### src/hw/mpt_defines.svh
// Purpose: Constants for the MAC port timing configuration register bank
// Assumes: 32-bit AHB-Lite data bus, one aligned word per register
// Notes:   Writable masks clear reserved bits on every write
// Behaviour
// - General config bit 0 enables port mirroring; resets to zero.
// - Receive FIFO threshold is three bits: bits 6-5 here, top bit elsewhere.
// - Receive defaults recovered mode; threshold two-to-one saves 8/40/400 ns.
// - Transmit FIFO threshold is three bits: bits 4-3 here, top bit elsewhere.
// - Transmit clock bit zero means shifted, one means aligned with data.
// - Receive clock bit zero drives shifted clock, one drives aligned clock.
// - Bypass bit one routes data around the asynchronous FIFO.
// - Bypass delay bit one delays receive clock at 10/100 speeds.
// - Low-latency bit one selects reduced-latency 10/100 datapath.
`ifndef MPT_DEFINES_SVH
`define MPT_DEFINES_SVH

// =====================================================================
// Register indices and byte addresses
`define MPT_IDX_GEN_CFG        7'h31
`define MPT_IDX_PORT_CTRL      7'h32
`define MPT_IDX_PORT_CTRL2     7'h33
`define MPT_ADDR_GEN_CFG       32'h0000_00c4
`define MPT_ADDR_PORT_CTRL     32'h0000_00c8
`define MPT_ADDR_PORT_CTRL2    32'h0000_00cc

// =====================================================================
// Field positions
`define MPT_GEN_MIRROR_BIT     0
`define MPT_CTL_SPARE_BIT      7
`define MPT_CTL_RX_THR_HI      6
`define MPT_CTL_RX_THR_LO      5
`define MPT_CTL_TX_THR_HI      4
`define MPT_CTL_TX_THR_LO      3
`define MPT_CTL_TX_ERR_BIT     2
`define MPT_CTL_TX_CLK_BIT     1
`define MPT_CTL_RX_CLK_BIT     0
`define MPT_CT2_BYPASS_BIT     4
`define MPT_CT2_BYP_DLY_BIT    3
`define MPT_CT2_LOW_LAT_BIT    2
`define MPT_CT2_RX_THR_MSB     1
`define MPT_CT2_TX_THR_MSB     0

// =====================================================================
// Reset values and writable masks
`define MPT_RST_GEN_CFG        16'h0000
`define MPT_RST_PORT_CTRL      16'h00d0
`define MPT_RST_PORT_CTRL2     16'h0000
`define MPT_MASK_GEN_CFG       16'h0001
`define MPT_MASK_PORT_CTRL     16'h00ff
`define MPT_MASK_PORT_CTRL2    16'h001f

// =====================================================================
// Latency saved by receive threshold one instead of two
`define MPT_SAVE_1G_NS         10'd8
`define MPT_SAVE_100M_NS       10'd40
`define MPT_SAVE_10M_NS        10'd400
`define MPT_THR_SHORT          3'h1

`endif

### src/hw/mpt_pkg.sv
// Purpose: Types for the MAC port timing configuration register bank
// Assumes: Constants come from mpt_defines.svh
// Notes:   Config outputs travel as one packed struct
package mpt_pkg;

  typedef enum logic [1:0] {
    MPT_SPEED_10M,
    MPT_SPEED_100M,
    MPT_SPEED_1G,
    MPT_SPEED_RSVD
  } mpt_speed_t;

  typedef struct packed {
    logic       port_mirror_enable;
    logic [2:0] rx_sync_fifo_threshold;
    logic [2:0] tx_sync_fifo_threshold;
    logic       tx_error_suppress_enable;
    logic       tx_clock_aligned;
    logic       rx_clock_aligned;
    logic       async_fifo_bypass_enable;
    logic       bypass_rx_clock_delay_enable;
    logic       low_latency_enable;
  } mpt_cfg_t;

  typedef struct packed {
    logic       rx_clock_delay_active;
    logic       low_latency_active;
    logic       rx_short_threshold;
    logic [9:0] rx_latency_saved_ns;
  } mpt_path_t;

endpackage

### src/hw/mpt_regs.sv
// Purpose: MAC port timing configuration registers behind an AHB-Lite slave
// Assumes: Single-word transfers only; zero wait states; always OKAY
// Notes:   Three 16-bit registers in the low half of each word
`timescale 1ns/1ns
`default_nettype none
`include "mpt_defines.svh"

module mpt_regs (
  input  wire logic               core_clk_i,
  input  wire logic               sys_rst_i,
  input  wire logic               hsel_i,
  input  wire logic [31:0]        haddr_i,
  input  wire logic [1:0]         htrans_i,
  input  wire logic               hwrite_i,
  input  wire logic [2:0]         hsize_i,
  input  wire logic [31:0]        hwdata_i,
  input  wire logic               hready_i,
  output logic      [31:0]        hrdata_o,
  output logic                    hreadyout_o,
  output logic                    hresp_o,
  input  wire logic               rx_recovered_mode_i,
  input  wire mpt_pkg::mpt_speed_t link_speed_i,
  output mpt_pkg::mpt_cfg_t       cfg_o,
  output mpt_pkg::mpt_path_t      path_o
);
  import mpt_pkg::*;

  logic [15:0] gen_cfg_q;
  logic [15:0] port_ctrl_q;
  logic [15:0] port_ctrl2_q;
  logic        wr_pend_q;
  logic [31:0] wr_addr_q;
  logic [31:0] hrdata_q;
  logic        addr_phase;
  logic [15:0] rd_val;
  logic [15:0] wdat;
  logic        fast_speed;
  logic [9:0]  save_ns;

  // ===================================================================
  // Bus slave
  assign hreadyout_o = 1'b1;
  assign hresp_o     = 1'b0;
  assign hrdata_o    = hrdata_q;
  assign addr_phase  = hsel_i & hready_i & htrans_i[1];
  assign wdat        = hwdata_i[15:0];

  always_ff @(posedge core_clk_i or posedge sys_rst_i)
  begin
    if (sys_rst_i)
    begin
      wr_pend_q <= 1'b0;
      wr_addr_q <= 32'h0000_0000;
    end
    else if (hready_i)
    begin
      wr_pend_q <= addr_phase & hwrite_i;
      wr_addr_q <= haddr_i;
    end
  end

  // Unmapped addresses and reserved bits read zero
  always_comb
  begin
    case (haddr_i)
      `MPT_ADDR_GEN_CFG:    rd_val = gen_cfg_q & `MPT_MASK_GEN_CFG;
      `MPT_ADDR_PORT_CTRL:  rd_val = port_ctrl_q & `MPT_MASK_PORT_CTRL;
      `MPT_ADDR_PORT_CTRL2: rd_val = port_ctrl2_q & `MPT_MASK_PORT_CTRL2;
      default:              rd_val = 16'h0000;
    endcase
  end

  always_ff @(posedge core_clk_i or posedge sys_rst_i)
  begin
    if (sys_rst_i)
      hrdata_q <= 32'h0000_0000;
    else if (addr_phase & ~hwrite_i)
      hrdata_q <= {16'h0000, rd_val};
  end

  // ===================================================================
  // Registers
  always_ff @(posedge core_clk_i or posedge sys_rst_i)
  begin
    if (sys_rst_i)
      gen_cfg_q <= `MPT_RST_GEN_CFG;
    else if (wr_pend_q && wr_addr_q == `MPT_ADDR_GEN_CFG)
      gen_cfg_q <= wdat & `MPT_MASK_GEN_CFG;
  end

  // Bit 7 is plain storage; software is expected to keep it set
  always_ff @(posedge core_clk_i or posedge sys_rst_i)
  begin
    if (sys_rst_i)
      port_ctrl_q <= `MPT_RST_PORT_CTRL;
    else if (wr_pend_q && wr_addr_q == `MPT_ADDR_PORT_CTRL)
      port_ctrl_q <= wdat & `MPT_MASK_PORT_CTRL;
  end

  always_ff @(posedge core_clk_i or posedge sys_rst_i)
  begin
    if (sys_rst_i)
      port_ctrl2_q <= `MPT_RST_PORT_CTRL2;
    else if (wr_pend_q && wr_addr_q == `MPT_ADDR_PORT_CTRL2)
      port_ctrl2_q <= wdat & `MPT_MASK_PORT_CTRL2;
  end

  // ===================================================================
  // Configuration outputs
  always_comb
  begin
    cfg_o.port_mirror_enable = gen_cfg_q[`MPT_GEN_MIRROR_BIT];
    cfg_o.rx_sync_fifo_threshold = {port_ctrl2_q[`MPT_CT2_RX_THR_MSB],
      port_ctrl_q[`MPT_CTL_RX_THR_HI:`MPT_CTL_RX_THR_LO]};
    cfg_o.tx_sync_fifo_threshold = {port_ctrl2_q[`MPT_CT2_TX_THR_MSB],
      port_ctrl_q[`MPT_CTL_TX_THR_HI:`MPT_CTL_TX_THR_LO]};
    cfg_o.tx_error_suppress_enable = port_ctrl_q[`MPT_CTL_TX_ERR_BIT];
    cfg_o.tx_clock_aligned = port_ctrl_q[`MPT_CTL_TX_CLK_BIT];
    cfg_o.rx_clock_aligned = port_ctrl_q[`MPT_CTL_RX_CLK_BIT];
    cfg_o.async_fifo_bypass_enable = port_ctrl2_q[`MPT_CT2_BYPASS_BIT];
    cfg_o.bypass_rx_clock_delay_enable = port_ctrl2_q[`MPT_CT2_BYP_DLY_BIT];
    cfg_o.low_latency_enable = port_ctrl2_q[`MPT_CT2_LOW_LAT_BIT];
  end

  // ===================================================================
  // Speed-qualified datapath selects
  assign fast_speed = (link_speed_i == MPT_SPEED_10M) | (link_speed_i == MPT_SPEED_100M);

  always_comb
  begin
    case (link_speed_i)
      MPT_SPEED_1G:   save_ns = `MPT_SAVE_1G_NS;
      MPT_SPEED_100M: save_ns = `MPT_SAVE_100M_NS;
      MPT_SPEED_10M:  save_ns = `MPT_SAVE_10M_NS;
      default:        save_ns = 10'h000;
    endcase
  end

  always_comb
  begin
    path_o.rx_clock_delay_active = port_ctrl2_q[`MPT_CT2_BYP_DLY_BIT] & fast_speed;
    path_o.low_latency_active = port_ctrl2_q[`MPT_CT2_LOW_LAT_BIT] & fast_speed;
    path_o.rx_short_threshold = rx_recovered_mode_i
      & (cfg_o.rx_sync_fifo_threshold == `MPT_THR_SHORT);
    path_o.rx_latency_saved_ns = path_o.rx_short_threshold ? save_ns : 10'h000;
  end

endmodule
`default_nettype wire

### config.mk
export PLATFORM = sky130hd
export DESIGN_NAME = mpt_regs
export DESIGN_NICKNAME = d
export VERILOG_FILES = /design/src/hw/mpt_pkg.sv /design/src/hw/mpt_regs.sv
export VERILOG_INCLUDE_DIRS = /design/src /design/src/hw
export SDC_FILE = /design/constraint.sdc
export NUM_CORES = 1
export LEC_CHECK = 0
export BUFFER_PORTS_ARGS = -buffer_cell sky130_fd_sc_hd__buf_2
export CAP_MARGIN = 5
export CORE_MARGIN = 4
export CORE_UTILIZATION = 46
export DETAILED_ROUTE_END_ITERATION = 7
export HOLD_SLACK_MARGIN = 0.06
export PLACE_DENSITY = 0.92
export SETUP_SLACK_MARGIN = 0.2
export SLEW_MARGIN = 20
export SYNTH_ARGS = -nofsm -noshare
export SYNTH_HDL_FRONTEND = slang
export SYNTH_SLANG_ARGS = --single-unit
### constraint.sdc
create_clock -name core_clk_i -period 2.6 [get_ports core_clk_i]
set_input_delay 0.52 -clock core_clk_i [delete_from_list [all_inputs] [get_ports core_clk_i]]
set_output_delay 0.52 -clock core_clk_i [all_outputs]
set_load 0.05 [all_outputs]
==> impl_metrics.prom, run 1 <==
# TYPE chip_impl_metric gauge
chip_impl_metric{name="fin_skew",unit="ps"} 6.351
chip_impl_info{name="hp-class",value="primary input to async pin"} 1
chip_impl_metric{name="clkTransAtPathRegs",unit="ps"} 100
chip_impl_metric{name="standard_cell_core_area",unit="um^2"} 5642
chip_impl_metric{name="fraction_of_power_spent_switching_nets",unit="%"} 28.27
chip_impl_metric{name="grt_pass1_vias",unit=""} 1887
chip_impl_metric{name="floorplan.io_pins",unit=""} 137
chip_impl_metric{name="worst-path-buf-inv",unit=""} 1
chip_impl_metric{name="power.share.sequential",unit="%"} 52.1
chip_impl_info{name="critPathLaunchType",value="register"} 1
chip_impl_metric{name="maxSlewHeadroom",unit="%"} 54.30
chip_impl_metric{name="clock_share_of_power",unit="%"} 31.8
chip_impl_info{name="worst-setup-path-type",value="register to register"} 1
chip_impl_metric{name="setup_tns",unit="ps"} 0
chip_impl_metric{name="cts.repair.resized",unit=""} 0
chip_impl_metric{name="max_cap_viol_count",unit=""} 0
chip_impl_metric{name="synth.ff_latch_count",unit=""} 55
chip_impl_metric{name="die_area",unit="um^2"} 7283
chip_impl_metric{name="fin_crit",unit="ps"} 2151
chip_impl_metric{name="final_setup_violation_count",unit=""} 0
chip_impl_info{name="worstPathCellList",value="or4_4 > nor4_4 > and4b_1 > buf_4 > mux2_4"} 1
chip_impl_metric{name="post-route-period-util",unit="%"} 82.72
chip_impl_metric{name="n_fill_cell",unit=""} 493
chip_impl_metric{name="clock_latency",unit="ps"} 310
chip_impl_metric{name="antenna_found_initial",unit=""} 0
chip_impl_metric{name="vias",unit=""} 1835
chip_impl_metric{name="critPathMaxStageDelay",unit="ps"} 550
chip_impl_metric{name="power_density",unit="nW/um^2"} 569.7
chip_impl_metric{name="fmax",unit="MHz"} 464.9
chip_impl_metric{name="critical_path.max_fanout",unit=""} 8
chip_impl_metric{name="timing.final.ws_setup",unit="ps"} 449.2
chip_impl_metric{name="grt_start_max_net_pins",unit=""} 36
chip_impl_metric{name="grt_pass1_wl",unit="um"} 9163
chip_impl_metric{name="area_share_of_the_leading_cell_type_in_the_synthesized_netlist",unit="%"} 47.29
chip_impl_info{name="cts_tree",value="done"} 1
chip_impl_metric{name="die_w",unit="um"} 85.34
chip_impl_metric{name="synth_warnings",unit=""} 0
chip_impl_metric{name="dp_worst_setup_slack",unit="ps"} 436.5
chip_impl_metric{name="synth.yosys.seq_area_share",unit="%"} 50.16
chip_impl_metric{name="netlist_area",unit="um^2"} 2751
chip_impl_info{name="synth_top_cells_by_area",value="sky130_fd_sc_hd__dfrtp_1 47%, sky130_fd_sc_hd__mux2_2 16%, sky130_fd_sc_hd__buf_4 11%"} 1
chip_impl_metric{name="rows",unit=""} 27
chip_impl_metric{name="post_syn_area_per_cell",unit="um^2"} 12.62
chip_impl_info{name="outcome",value="completed"} 1
chip_impl_metric{name="place.detailed.hpwl",unit="um"} 4492
chip_impl_metric{name="power_frac_comb",unit="%"} 16.1
chip_impl_info{name="worst_setup_path_end_kind",value="register"} 1
chip_impl_info{name="unrepaired_setup_endpoints_after_global_routing",value="false"} 1
chip_impl_metric{name="tritoncts_num_sinks",unit=""} 55
chip_impl_metric{name="hold_buffers",unit=""} 0
chip_impl_metric{name="detail_route.wirelength",unit="um"} 5630
chip_impl_metric{name="number_of_nets_with_antenna_violations_after_routing",unit=""} 0
chip_impl_info{name="cp_slowest_cell",value="sky130_fd_sc_hd__or4_4"} 1
chip_impl_info{name="path_delay_family",value="simple AND/OR/NAND/NOR gates"} 1
chip_impl_metric{name="global_route.overflow_total",unit=""} 0
chip_impl_metric{name="cts_max_path_buffers",unit=""} 2
chip_impl_metric{name="finalWeightedCongestion",unit=""} 0.7364
chip_impl_metric{name="finalPower",unit="mW"} 1.807
chip_impl_metric{name="detail_route.vias_per_cell",unit=""} 5.097
chip_impl_metric{name="net_sw_power",unit="uW"} 510.8
chip_impl_metric{name="die_h",unit="um"} 85.34
chip_impl_metric{name="finalMaxSlewViolations",unit=""} 0
chip_impl_metric{name="buffer_ports.inserted",unit=""} 77
chip_impl_metric{name="critPathArrivalTime",unit="ps"} 2350
chip_impl_metric{name="number_of_clock_buffers_inserted_by_tritoncts",unit=""} 5
chip_impl_metric{name="detailedRoute.firstPassIterationCount",unit=""} 4
chip_impl_metric{name="initialDrtViolationCount",unit=""} 57
chip_impl_metric{name="max-vdd-ir-drop",unit="uV"} 286.4
chip_impl_metric{name="htree_num_levels",unit=""} 2
chip_impl_metric{name="final_net_count",unit=""} 367
chip_impl_metric{name="drive_above_1_share",unit="%"} 50.35
chip_impl_metric{name="finalHoldViolations",unit=""} 0
chip_impl_metric{name="worst_pin_slew",unit="ps"} 681.9
chip_impl_metric{name="postCtsSetupBuffers",unit=""} 0
chip_impl_metric{name="effective_utilization_at_floorplan",unit="%"} 48.77
chip_impl_metric{name="routed_wire_length_per_instance",unit="um"} 15.64
chip_impl_metric{name="detail_route.drc_violations",unit=""} 0
chip_impl_info{name="synthDominantAreaCellType",value="sky130_fd_sc_hd__dfrtp_1"} 1
chip_impl_metric{name="ys_types",unit=""} 34
chip_impl_metric{name="antenna_cells_inserted",unit=""} 0
chip_impl_metric{name="grt_use_total",unit="%"} 15.85
chip_impl_metric{name="p_leak",unit="nW"} 1.576
chip_impl_info{name="cts.root.buffer_cell",value="sky130_fd_sc_hd__clkbuf_8"} 1
chip_impl_metric{name="flow.area_growth_from_synthesis",unit="%"} 15.28
chip_impl_metric{name="netlist_instances",unit=""} 218
chip_impl_metric{name="cellInternalPower",unit="mW"} 1.296
chip_impl_metric{name="critPathRequiredTime",unit="ps"} 2800
-- cell usage after synthesis --
cell type                  instances
sky130_fd_sc_hd__and2_1            3
sky130_fd_sc_hd__mux2_4            8
sky130_fd_sc_hd__inv_1             5
sky130_fd_sc_hd__nor4bb_1          2
sky130_fd_sc_hd__a32o_1            1
sky130_fd_sc_hd__nor2b_1           1
sky130_fd_sc_hd__clkbuf_1          3
sky130_fd_sc_hd__o21a_1            2
sky130_fd_sc_hd__nor4_4            1
sky130_fd_sc_hd__nor3_1            1
sky130_fd_sc_hd__nand4_1           4
sky130_fd_sc_hd__o31ai_1           4
sky130_fd_sc_hd__and4b_1           1
sky130_fd_sc_hd__and4_1            3
sky130_fd_sc_hd__buf_1             3
sky130_fd_sc_hd__buf_4            40
sky130_fd_sc_hd__dfrtp_1          52
sky130_fd_sc_hd__conb_1            2
sky130_fd_sc_hd__nand3_1           1
sky130_fd_sc_hd__a22oi_1           1
sky130_fd_sc_hd__nand4_2           1
sky130_fd_sc_hd__mux2_2           38
sky130_fd_sc_hd__dfstp_2           3
sky130_fd_sc_hd__ha_1              3
sky130_fd_sc_hd__buf_6             1
sky130_fd_sc_hd__nand4b_1          2
sky130_fd_sc_hd__mux2i_1           4
sky130_fd_sc_hd__and4_2            1
sky130_fd_sc_hd__o21ai_0           5
sky130_fd_sc_hd__nor4_1            9
sky130_fd_sc_hd__or4_4             1
sky130_fd_sc_hd__nor2_1            2
sky130_fd_sc_hd__nand2_1           8
sky130_fd_sc_hd__or4_1             2
-- per-stage QoR --
stage | utilization [%] | instances | hold slack [ps] | cell area (um^2)
2_1_floorplan | - | 247 | 471.4 | 2879
3_3_place_gp | 54.16 | 352 | 457.5 | 3055
3_5_place_dp | 54.16 | 352 | 465.3 | 3055
4_1_cts | 56.22 | 360 | 263.8 | 3172
5_1_grt | 56.22 | 360 | 283.6 | 3172
6_report | 56.22 | 360 | 253.0 | 3172
-- routing by layer --
layer | wire length, um | GRT usage (%) | part of all wire [%]
met1 | 2284 | 19.75 | 41
met4 | 59 | 4.460 | 1.0
met5 | 0 | 0 | 0
met3 | 536 | 4.272 | 9.5
met2 | 2750 | 26.98 | 49
-- path summary, 6_finish.rpt --
kind	from	endpoint	slack [ps]	cells after the start
min reg2reg	hrdata_o[4]	hrdata_o[4]	480	2
max	wr_addr_q[8]	port_ctrl_q[2]	450	5
max reg2reg	wr_addr_q[8]	port_ctrl_q[2]	450	5
min	sys_rst_i	port_ctrl_q[0]	250	2
min in group core_clk_i	hwdata_i[7]	port_ctrl_q[7]	440	2
max in group asynchronous	sys_rst_i	wr_addr_q[29]	1800	3
-- kinds of logic (layout without fill, tap and decap cells) --
logic type | after synthesis | count (layout) | share of synthesized area (%)
fa+ha+maj | 3 | 3 | 1.364
flops | 55 | 55 | 50.16
buf+inv | 52 | 93 | 12.82
simple gates | 43 | 43 | 10.82
mux | 50 | 50 | 21.37
compound gates | 13 | 13 | 3.183
other cells | 2 | 31 | 0.2730
-- sequential cells by signal, summed over array words and instances, names as in the netlist --
name          count
port_ctrl_q       8
gen_cfg_q         1
wr_addr_q        32
wr_pend_q         1
hrdata_o          8
port_ctrl2_q      5
-- final cells by class --
class,count,area [um^2],area share [%]
Sequential cell,55,1381,43.55
Multi-Input combinational cell,140,1145,36.09
Timing Repair Buffer,80,420.4,13.25
Tap cell,72,90.09,2.840
Clock buffer,5,68.82,2.170
Clock inverter,3,47.55,1.499
Inverter,5,18.77,0.5917
-- power by group through the flow --
| stage | logic [mW] | registers, mW | clock network [mW] |
|---|---|---|---|
| 2_1_floorplan | 0.241 | 0.962 | 0 |
| 3_3_place_gp | 0.283 | 0.954 | 0 |
| 3_5_place_dp | 0.293 | 0.959 | 0 |
| 4_1_cts | 0.293 | 0.942 | 0.596 |
| 5_1_grt | 0.313 | 0.949 | 0.629 |
| 6_report | 0.291 | 0.942 | 0.574 |
-- worst register-to-register path, stage by stage, from the launching register on --
cell                      delay [ps]
sky130_fd_sc_hd__dfrtp_1         390
sky130_fd_sc_hd__or4_4           550
sky130_fd_sc_hd__nor4_4          340
sky130_fd_sc_hd__and4b_1         230
sky130_fd_sc_hd__buf_4           210
sky130_fd_sc_hd__mux2_4          320
-- layout by cell type, fill, tap and decap left out, types with 2 or more instances in the layout --
cell type	instances
sky130_fd_sc_hd__dfrtp_1	51
sky130_fd_sc_hd__o21ai_0	5
sky130_fd_sc_hd__buf_4	2
sky130_fd_sc_hd__inv_1	4
sky130_fd_sc_hd__o21a_1	2
sky130_fd_sc_hd__nor4_1	9
sky130_fd_sc_hd__nand2_1	8
sky130_fd_sc_hd__dfstp_2	3
sky130_fd_sc_hd__conb_1	31
sky130_fd_sc_hd__o31ai_1	4
sky130_fd_sc_hd__clkbuf_8	5
sky130_fd_sc_hd__buf_2	77
sky130_fd_sc_hd__mux2_2	38
sky130_fd_sc_hd__nor2_1	2
sky130_fd_sc_hd__ha_1	3
sky130_fd_sc_hd__or4_1	2
sky130_fd_sc_hd__mux2_4	8
sky130_fd_sc_hd__nand4_1	4
sky130_fd_sc_hd__mux2i_1	4
sky130_fd_sc_hd__nand4b_1	2
sky130_fd_sc_hd__and2_1	2
sky130_fd_sc_hd__and4_1	3
(Power assumes the default switching activity.)
==> run 2, diff against run 1 <==
--- a/config.mk
+++ b/config.mk
@@ -6,13 +6,14 @@
 export SDC_FILE = /design/constraint.sdc
 export NUM_CORES = 1
 export LEC_CHECK = 0
+export ABC_AREA = 1
 export BUFFER_PORTS_ARGS = -buffer_cell sky130_fd_sc_hd__buf_2
 export CAP_MARGIN = 5
 export CORE_MARGIN = 4
-export CORE_UTILIZATION = 46
+export CORE_UTILIZATION = 43
 export DETAILED_ROUTE_END_ITERATION = 7
 export HOLD_SLACK_MARGIN = 0.06
-export PLACE_DENSITY = 0.92
+export PLACE_DENSITY = 0.89
 export SETUP_SLACK_MARGIN = 0.2
 export SLEW_MARGIN = 20
 export SYNTH_ARGS = -nofsm -noshare
==> constraint.sdc (replaced) <==
create_clock -name core_clk_i -period 1.8 [get_ports core_clk_i]
set_input_delay 0.36 -clock core_clk_i [delete_from_list [all_inputs] [get_ports core_clk_i]]
set_output_delay 0.36 -clock core_clk_i [all_outputs]
set_load 0.05 [all_outputs]
==> run 2 against run 1 <==
Synthesized cell count increased by 79%. Utilization decreased by 3.3 points. Hold slack got worse by 180 ps. Die area increased by 16%. Design area increased by 13%. Sequential share of layout area decreased by 5.2 points. Cell count increased by 57%. Critical path type is now register to output port. Sequential power increased by 41%. Via count increased by 37%.
==> impl_metrics.prom, run 2 <==
# TYPE chip_impl_metric gauge
chip_impl_metric{name="final_net_count",unit=""} 549
chip_impl_metric{name="flip_flop_count_of_the_largest_register_after_layout",unit=""} 32
chip_impl_metric{name="htree_num_levels",unit=""} 2
chip_impl_info{name="critPathLaunchType",value="register"} 1
chip_impl_metric{name="clock_latency",unit="ps"} 300
chip_impl_info{name="unrepaired_setup_endpoints_after_global_routing",value="true"} 1
chip_impl_info{name="worst-setup-path-type",value="register to output port"} 1
chip_impl_info{name="yosys_most_used_dff",value="sky130_fd_sc_hd__dfrtp_1"} 1
chip_impl_info{name="r2r-start",value="wr_addr_q[4]"} 1
chip_impl_info{name="synth_top_cells_by_area",value="sky130_fd_sc_hd__dfrtp_1 43%, sky130_fd_sc_hd__nand2_1 13%, sky130_fd_sc_hd__buf_4 10%"} 1
chip_impl_metric{name="dp_worst_setup_slack",unit="ps"} 228.6
chip_impl_metric{name="die_area",unit="um^2"} 8429
chip_impl_metric{name="timing.final.ws_setup",unit="ps"} 101.2
chip_impl_metric{name="max-vdd-ir-drop",unit="uV"} 252.5
chip_impl_metric{name="area_share_of_the_leading_cell_type_in_the_synthesized_netlist",unit="%"} 43.08
chip_impl_metric{name="fin_crit",unit="ps"} 1699
chip_impl_metric{name="detailedRoute.firstPassIterationCount",unit=""} 4
chip_impl_info{name="cts_tree",value="done"} 1
chip_impl_metric{name="finalMaxSlewViolations",unit=""} 0
chip_impl_metric{name="fin_skew",unit="ps"} 5.968
chip_impl_metric{name="cts_max_path_buffers",unit=""} 2
chip_impl_metric{name="antenna_cells_inserted",unit=""} 0
chip_impl_metric{name="fmax",unit="MHz"} 588.7
chip_impl_info{name="layout_commonest_cell",value="sky130_fd_sc_hd__nand2_1"} 1
chip_impl_metric{name="synth.ff_latch_count",unit=""} 55
chip_impl_metric{name="finalPower",unit="mW"} 2.384
chip_impl_metric{name="finalHoldViolations",unit=""} 0
chip_impl_metric{name="detail_route.vias_per_cell",unit=""} 4.454
chip_impl_metric{name="die_w",unit="um"} 91.81
chip_impl_metric{name="synth_warnings",unit=""} 0
chip_impl_metric{name="grt_use_total",unit="%"} 16.18
chip_impl_info{name="commonest_cells_after_routing_fill_and_taps_aside",value="95 x sky130_fd_sc_hd__nand2_1, 69 x sky130_fd_sc_hd__buf_2, 65 x sky130_fd_sc_hd__inv_1"} 1
chip_impl_info{name="synthDominantAreaCellType",value="sky130_fd_sc_hd__dfrtp_1"} 1
chip_impl_metric{name="number_of_nets_with_antenna_violations_after_routing",unit=""} 0
chip_impl_metric{name="n_fill_cell",unit=""} 618
chip_impl_info{name="rr_endpoint",value="port_ctrl_q[1]"} 1
chip_impl_metric{name="global_route.overflow_total",unit=""} 0
chip_impl_metric{name="number_of_clock_buffers_inserted_by_tritoncts",unit=""} 5
chip_impl_metric{name="critPathArrivalTime",unit="ps"} 1340
chip_impl_metric{name="postSynth.asyncResetShare",unit="%"} 100.0
chip_impl_info{name="synth_top_cells_by_count",value="102 x sky130_fd_sc_hd__nand2_1, 68 x sky130_fd_sc_hd__inv_1, 52 x sky130_fd_sc_hd__dfrtp_1"} 1
chip_impl_metric{name="layout.cell_area.non_filler",unit="um^2"} 3597
chip_impl_metric{name="critical_path.max_fanout",unit=""} 4
chip_impl_metric{name="max_cap_viol_count",unit=""} 0
chip_impl_metric{name="initialDrtViolationCount",unit=""} 131
chip_impl_metric{name="place.detailed.hpwl",unit="um"} 5422
chip_impl_metric{name="vias",unit=""} 2521
chip_impl_metric{name="power_density",unit="nW/um^2"} 662.8
chip_impl_metric{name="finalCoreUtilization",unit="%"} 52.95
chip_impl_metric{name="detail_route.wirelength",unit="um"} 6803
chip_impl_metric{name="grt_start_max_net_pins",unit=""} 63
chip_impl_metric{name="die_h",unit="um"} 91.81
chip_impl_metric{name="finalWeightedCongestion",unit=""} 0.8051
chip_impl_metric{name="tritoncts_num_sinks",unit=""} 55
chip_impl_info{name="path_delay_family",value="flip-flops"} 1
chip_impl_metric{name="effective_utilization_at_floorplan",unit="%"} 44.46
chip_impl_info{name="yosys.cell_count.top_type",value="sky130_fd_sc_hd__nand2_1"} 1
chip_impl_metric{name="rows",unit=""} 30
chip_impl_metric{name="netlist_area",unit="um^2"} 3020
chip_impl_metric{name="netlist_instances",unit=""} 391
chip_impl_metric{name="p_leak",unit="nW"} 1.950
chip_impl_metric{name="critPathMaxStageDelay",unit="ps"} 430
chip_impl_metric{name="synth.yosys.seq_area_share",unit="%"} 45.69
chip_impl_metric{name="post-route-period-util",unit="%"} 94.38
chip_impl_metric{name="final_setup_violation_count",unit=""} 0
chip_impl_metric{name="floorplan.io_pins",unit=""} 137
chip_impl_metric{name="post_syn_area_per_cell",unit="um^2"} 7.725
chip_impl_info{name="critPathMostFrequentCell",value="sky130_fd_sc_hd__buf_6"} 1
chip_impl_metric{name="antenna_found_initial",unit=""} 0
chip_impl_info{name="outcome",value="completed"} 1
chip_impl_info{name="worstPathCellList",value="inv_2 > nand4_1 > buf_6 > nor2_4 > buf_6"} 1
chip_impl_info{name="regMostFlops",value="wr_addr_q"} 1
chip_impl_info{name="worst_setup_path_end_kind",value="output port"} 1
chip_impl_metric{name="drive_above_1_share",unit="%"} 27.45
chip_impl_metric{name="synth_edf_count",unit=""} 0
chip_impl_metric{name="worst-r2r-cell-count",unit=""} 6
chip_impl_metric{name="rrSetupSlack",unit="ps"} 200
chip_impl_metric{name="flow.area_growth_from_synthesis",unit="%"} 19.10
chip_impl_metric{name="worst-path-buf-inv",unit=""} 3
chip_impl_metric{name="routed_wire_length_per_instance",unit="um"} 12.02
chip_impl_metric{name="ys_types",unit=""} 26
chip_impl_info{name="cts.root.buffer_cell",value="sky130_fd_sc_hd__clkbuf_8"} 1
chip_impl_metric{name="detail_route.drc_violations",unit=""} 0
chip_impl_metric{name="clkTransAtPathRegs",unit="ps"} 90
chip_impl_metric{name="buffer_ports.inserted",unit=""} 77
chip_impl_info{name="cp_slowest_cell",value="sky130_fd_sc_hd__dfrtp_2"} 1
chip_impl_metric{name="grt_pass1_wl",unit="um"} 11180
chip_impl_metric{name="standard_cell_core_area",unit="um^2"} 6794
chip_impl_metric{name="critPathRequiredTime",unit="ps"} 1440
chip_impl_metric{name="grt_pass1_vias",unit=""} 2507
chip_impl_metric{name="postPlaceCellArea",unit="um^2"} 3372
chip_impl_info{name="hp-class",value="primary input to async pin"} 1
[run 2: cell types whose count changed in the layout (fill, tap and decap cells not counted), moves of 6 or more]
| cell | before | now |
|---|---|---|
| sky130_fd_sc_hd__nand2_1 | 8 | 95 |
| sky130_fd_sc_hd__inv_1 | 4 | 65 |
| sky130_fd_sc_hd__mux2_2 | 38 | 2 |
| sky130_fd_sc_hd__o21ai_0 | 5 | 32 |
| sky130_fd_sc_hd__nand3_1 | 1 | 24 |
| sky130_fd_sc_hd__nor2_1 | 2 | 20 |
| sky130_fd_sc_hd__nor4_1 | 9 | 0 |
| sky130_fd_sc_hd__buf_2 | 77 | 69 |
| sky130_fd_sc_hd__buf_4 | 2 | 10 |
| sky130_fd_sc_hd__mux2_4 | 8 | 0 |
| sky130_fd_sc_hd__nand2_2 | 0 | 7 |
| sky130_fd_sc_hd__buf_6 | 0 | 6 |
| sky130_fd_sc_hd__nor2_2 | 0 | 6 |
[run 2: per-stage QoR]
stage               hold slack (ps)  setup TNS [ps]  instances
floorplan                     433.0          -9.823        420
CTS                           74.34               0        560
finish                        71.37               0        566
global placement              393.9               0        548
detailed placement            394.8               0        548
global route                  86.93               0        566
[run 2: layout make-up]
type | count | area (um^2) | area share [%]
clock buffer | 8 | 80.08 | 2.226
inverter | 69 | 262.8 | 7.304
multi-input combinational | 248 | 1195 | 33.22
sequential | 55 | 1381 | 38.40
tap | 96 | 120.1 | 3.339
timing repair buffer | 90 | 558.0 | 15.51
[run 2: per-layer routing]
metal	vias up	routed length (um)	GRT usage (%)
met5	-	0	0
met4	0	119	5.569
met3	13	476	4.430
met2	76	3599	29.34
met1	1155	2607	18.18
li1	1277	-	-
[run 2: logic make-up (layout without fill, tap and decap cells)]
group | after synthesis | after routing | synth area share (%)
AND/OR/NAND/NOR | 172 | 172 | 25.64
buffers and inverters | 117 | 167 | 19.68
flip-flops | 55 | 55 | 45.69
AO/OA/AOI/OAI | 40 | 40 | 6.752
adder cells (fa/ha/maj) | 3 | 3 | 1.243
other | 2 | 31 | 0.2486
multiplexers | 2 | 2 | 0.7456
[run 2: power breakdown]
| group | switching (mW) | internal (mW) |
|---|---|---|
| sequential | 0.0302 | 1.30 |
| clock | 0.349 | 0.277 |
| combinational | 0.320 | 0.108 |
| total | 0.700 | 1.68 |
[run 2: worst max path at each step]
stage	startpoint	endpoint	slack [ps]	cells after the start
floorplan	port_ctrl2_q[1]	path_o[7]	-10	4
global placement	wr_addr_q[15]	port_ctrl2_q[2]	280	8
detailed placement	wr_addr_q[12]	port_ctrl2_q[4]	230	8
CTS	port_ctrl2_q[1]	path_o[4]	120	5
global route	wr_addr_q[7]	port_ctrl_q[5]	40	7
finish	port_ctrl2_q[1]	path_o[7]	100	5
[run 2: repair_timing]
action                     CTS  global route
hold endpoints to repair     0             0
setup endpoints to repair    6            21
pin swaps                    1             5
gates resized for setup     15            10
setup buffers                4             6
hold buffers                 0             0
[run 2: worst reg2reg max path, stage by stage, from the launching register on]
cell	delay (ps)
sky130_fd_sc_hd__dfrtp_1	420
sky130_fd_sc_hd__nor3_4	240
sky130_fd_sc_hd__nand3_2	140
sky130_fd_sc_hd__nor3_4	390
sky130_fd_sc_hd__nand2_4	160
sky130_fd_sc_hd__nand2_2	100
sky130_fd_sc_hd__nand2_1	50
==> run 3, diff against run 2 <==
--- a/config.mk
+++ b/config.mk
@@ -9,11 +9,13 @@
 export ABC_AREA = 1
 export BUFFER_PORTS_ARGS = -buffer_cell sky130_fd_sc_hd__buf_2
 export CAP_MARGIN = 5
+export CELL_PAD_IN_SITES_DETAIL_PLACEMENT = 1
+export CELL_PAD_IN_SITES_GLOBAL_PLACEMENT = 1
 export CORE_MARGIN = 4
-export CORE_UTILIZATION = 43
+export CORE_UTILIZATION = 35
 export DETAILED_ROUTE_END_ITERATION = 7
 export HOLD_SLACK_MARGIN = 0.06
-export PLACE_DENSITY = 0.89
+export PLACE_DENSITY = 0.95
 export SETUP_SLACK_MARGIN = 0.2
 export SLEW_MARGIN = 20
 export SYNTH_ARGS = -nofsm -noshare
==> constraint.sdc (replaced) <==
create_clock -name core_clk_i -period 1.97 [get_ports core_clk_i]
set_input_delay 0.394 -clock core_clk_i [delete_from_list [all_inputs] [get_ports core_clk_i]]
set_output_delay 0.394 -clock core_clk_i [all_outputs]
set_load 0.05 [all_outputs]
==> run 3 against run 2 <==
Die area increased by 21%. Wire length increased by 26%. Power is 4.9% higher. Largest cell class unchanged. Cell count increased by 0.71%. Clock skew grew 0.66 ps.
==> impl_metrics.prom, run 3 (synthesis results as in run 2) <==
# TYPE chip_impl_metric gauge
chip_impl_metric{name="critPathRequiredTime",unit="ps"} 1580
chip_impl_metric{name="flip_flop_count_of_the_largest_register_after_layout",unit=""} 32
chip_impl_metric{name="timing.final.ws_setup",unit="ps"} 154.1
chip_impl_info{name="commonest_cells_after_routing_fill_and_taps_aside",value="102 x sky130_fd_sc_hd__nand2_1, 71 x sky130_fd_sc_hd__buf_2, 65 x sky130_fd_sc_hd__inv_1"} 1
chip_impl_metric{name="number_of_nets_with_antenna_violations_after_routing",unit=""} 0
chip_impl_metric{name="cellInternalPower",unit="mW"} 1.793
chip_impl_info{name="worstPathCellList",value="inv_2 > nand4_1 > buf_6 > nor2_4 > buf_8"} 1
chip_impl_metric{name="finalMaxSlewViolations",unit=""} 0
chip_impl_metric{name="critPathMaxStageDelay",unit="ps"} 430
chip_impl_metric{name="detail_route.drc_violations",unit=""} 0
chip_impl_metric{name="max_cap_viol_count",unit=""} 0
chip_impl_metric{name="fin_crit",unit="ps"} 1816
chip_impl_metric{name="effective_utilization_at_floorplan",unit="%"} 36.39
chip_impl_metric{name="post-route-period-util",unit="%"} 92.18
chip_impl_metric{name="vias",unit=""} 2661
chip_impl_metric{name="fmax",unit="MHz"} 550.7
chip_impl_metric{name="finalWeightedCongestion",unit=""} 0.8112
chip_impl_metric{name="routed_wire_length_per_instance",unit="um"} 15.06
chip_impl_metric{name="standard_cell_core_area",unit="um^2"} 8299
chip_impl_info{name="cp_slowest_cell",value="sky130_fd_sc_hd__dfrtp_2"} 1
chip_impl_metric{name="antenna_cells_inserted",unit=""} 0
chip_impl_metric{name="final_setup_violation_count",unit=""} 0
chip_impl_info{name="path_delay_family",value="flip-flops"} 1
chip_impl_metric{name="final_net_count",unit=""} 544
chip_impl_metric{name="initialDrtViolationCount",unit=""} 103
chip_impl_info{name="outcome",value="completed"} 1
chip_impl_info{name="cts.root.buffer_cell",value="sky130_fd_sc_hd__clkbuf_8"} 1
chip_impl_metric{name="grt_use_total",unit="%"} 16.68
chip_impl_metric{name="detailedRoute.firstPassIterationCount",unit=""} 4
chip_impl_metric{name="place.detailed.hpwl",unit="um"} 6375
chip_impl_metric{name="max-vdd-ir-drop",unit="uV"} 279.3
chip_impl_metric{name="finalHoldViolations",unit=""} 0
chip_impl_metric{name="tritoncts_num_sinks",unit=""} 55
chip_impl_metric{name="grt_pass1_wl",unit="um"} 13380
chip_impl_metric{name="hold_ws",unit="ps"} 83.77
chip_impl_metric{name="setup_tns",unit="ps"} 0
chip_impl_metric{name="fin_skew",unit="ps"} 6.627
chip_impl_info{name="cts_tree",value="done"} 1
chip_impl_metric{name="dp_worst_setup_slack",unit="ps"} 265.1
chip_impl_metric{name="fraction_of_power_spent_switching_nets",unit="%"} 28.32
chip_impl_metric{name="htree_num_levels",unit=""} 2
chip_impl_metric{name="drive_above_1_share",unit="%"} 25.16
chip_impl_info{name="regMostFlops",value="wr_addr_q"} 1
chip_impl_metric{name="power_frac_comb",unit="%"} 16.0
chip_impl_metric{name="antenna_found_initial",unit=""} 0
chip_impl_metric{name="flow.area_growth_from_synthesis",unit="%"} 19.35
chip_impl_info{name="worst-setup-path-type",value="register to output port"} 1
chip_impl_metric{name="cts_max_path_buffers",unit=""} 2
chip_impl_metric{name="floorplan.io_pins",unit=""} 137
chip_impl_metric{name="rows",unit=""} 33
chip_impl_info{name="critPathLaunchType",value="register"} 1
chip_impl_metric{name="critPathArrivalTime",unit="ps"} 1420
chip_impl_metric{name="net_sw_power",unit="uW"} 708.5
chip_impl_metric{name="hold_buffers",unit=""} 0
chip_impl_metric{name="p_leak",unit="nW"} 1.955
chip_impl_info{name="unrepaired_setup_endpoints_after_global_routing",value="true"} 1
chip_impl_metric{name="power_density",unit="nW/um^2"} 694.0
chip_impl_metric{name="detail_route.wirelength",unit="um"} 8582
chip_impl_metric{name="detail_route.vias_per_cell",unit=""} 4.668
chip_impl_metric{name="clock_share_of_power",unit="%"} 35.3
chip_impl_info{name="worst_setup_path_end_kind",value="output port"} 1
chip_impl_metric{name="clkTransAtPathRegs",unit="ps"} 100
chip_impl_metric{name="grt_pass1_vias",unit=""} 2841
chip_impl_metric{name="clock_latency",unit="ps"} 320
chip_impl_info{name="layout_commonest_cell",value="sky130_fd_sc_hd__nand2_1"} 1
chip_impl_metric{name="number_of_clock_buffers_inserted_by_tritoncts",unit=""} 5
chip_impl_metric{name="grt_start_max_net_pins",unit=""} 64
chip_impl_metric{name="buffer_ports.inserted",unit=""} 77
chip_impl_metric{name="global_route.overflow_total",unit=""} 0
chip_impl_metric{name="die_w",unit="um"} 100.9
chip_impl_metric{name="die_h",unit="um"} 100.9
chip_impl_metric{name="critical_path.max_fanout",unit=""} 4
chip_impl_metric{name="worst-path-buf-inv",unit=""} 3
chip_impl_metric{name="power.share.sequential",unit="%"} 48.6
chip_impl_metric{name="die_area",unit="um^2"} 10180
chip_impl_info{name="hp-class",value="primary input to async pin"} 1
## run 3: cell count changes in the layout (fill, tap and decap cells not counted), moves of 3 or more
cell                      change
sky130_fd_sc_hd__nand2_1      +7
sky130_fd_sc_hd__nand2_2      -7
sky130_fd_sc_hd__nor2_2       -3
sky130_fd_sc_hd__buf_4        -5
## run 3: final cells by class
type	count	area, um^2
Multi-Input combinational cell	248	1177
Timing Repair Buffer	85	523.0
Clock inverter	2	60.06
Tap cell	105	131.4
Clock buffer	6	72.57
Sequential cell	55	1381
Fill cell	1067	4695
Inverter	69	259.0
## run 3: timing repair
item | 4_1_cts | 5_1_grt
buffers inserted | 3 | 2
gates cloned | 0 | 0
gates resized for setup | 14 | 6
endpoints found under the hold margin | 0 | 0
pin swaps | 3 | 1
setup endpoints to repair | 6 | 11
## run 3: final timing paths
path	start	to	slack [ps]	depth (start not counted)
worst max-delay path	port_ctrl2_q[1]	path_o[7]	150	5
worst min-delay path	sys_rst_i	hrdata_o[4]	80	2
worst max register to register	wr_addr_q[4]	port_ctrl_q[2]	340	6
worst min register to register	hrdata_o[0]	hrdata_o[0]	480	2
max in group asynchronous	sys_rst_i	port_ctrl_q[4]	1290	3
min in group core_clk_i	hwdata_i[7]	port_ctrl_q[7]	300	3
## run 3: through the flow
stage	utilization, %	cell area (um^2)	total power [mW]	cells
floorplan	-	3149	1.561	420
global placement	40.66	3374	1.612	557
detailed placement	40.66	3374	1.635	557
CTS	43.01	3570	2.507	568
global route	43.43	3605	2.607	570
finish	43.43	3605	2.502	570
## run 3: metal layers
| metal | vias up | GRT usage [%] | wire [um] |
|---|---|---|---|
| li1 | 1266 | - | - |
| met1 | 1295 | 18.38 | 3379 |
| met2 | 79 | 30.08 | 4470 |
| met3 | 21 | 3.945 | 483 |
| met4 | 0 | 7.771 | 249 |
| met5 | - | 0 | 0 |
## run 3: power by group through the flow
stage          registers [mW]  clock network (mW)  logic, mW
5_1_grt                  1.22               0.941      0.443
6_report                 1.22               0.884      0.401
3_3_place_gp             1.23                   0      0.379
4_1_cts                  1.22               0.889      0.402
2_1_floorplan            1.23                   0      0.334
3_5_place_dp             1.24                   0      0.397
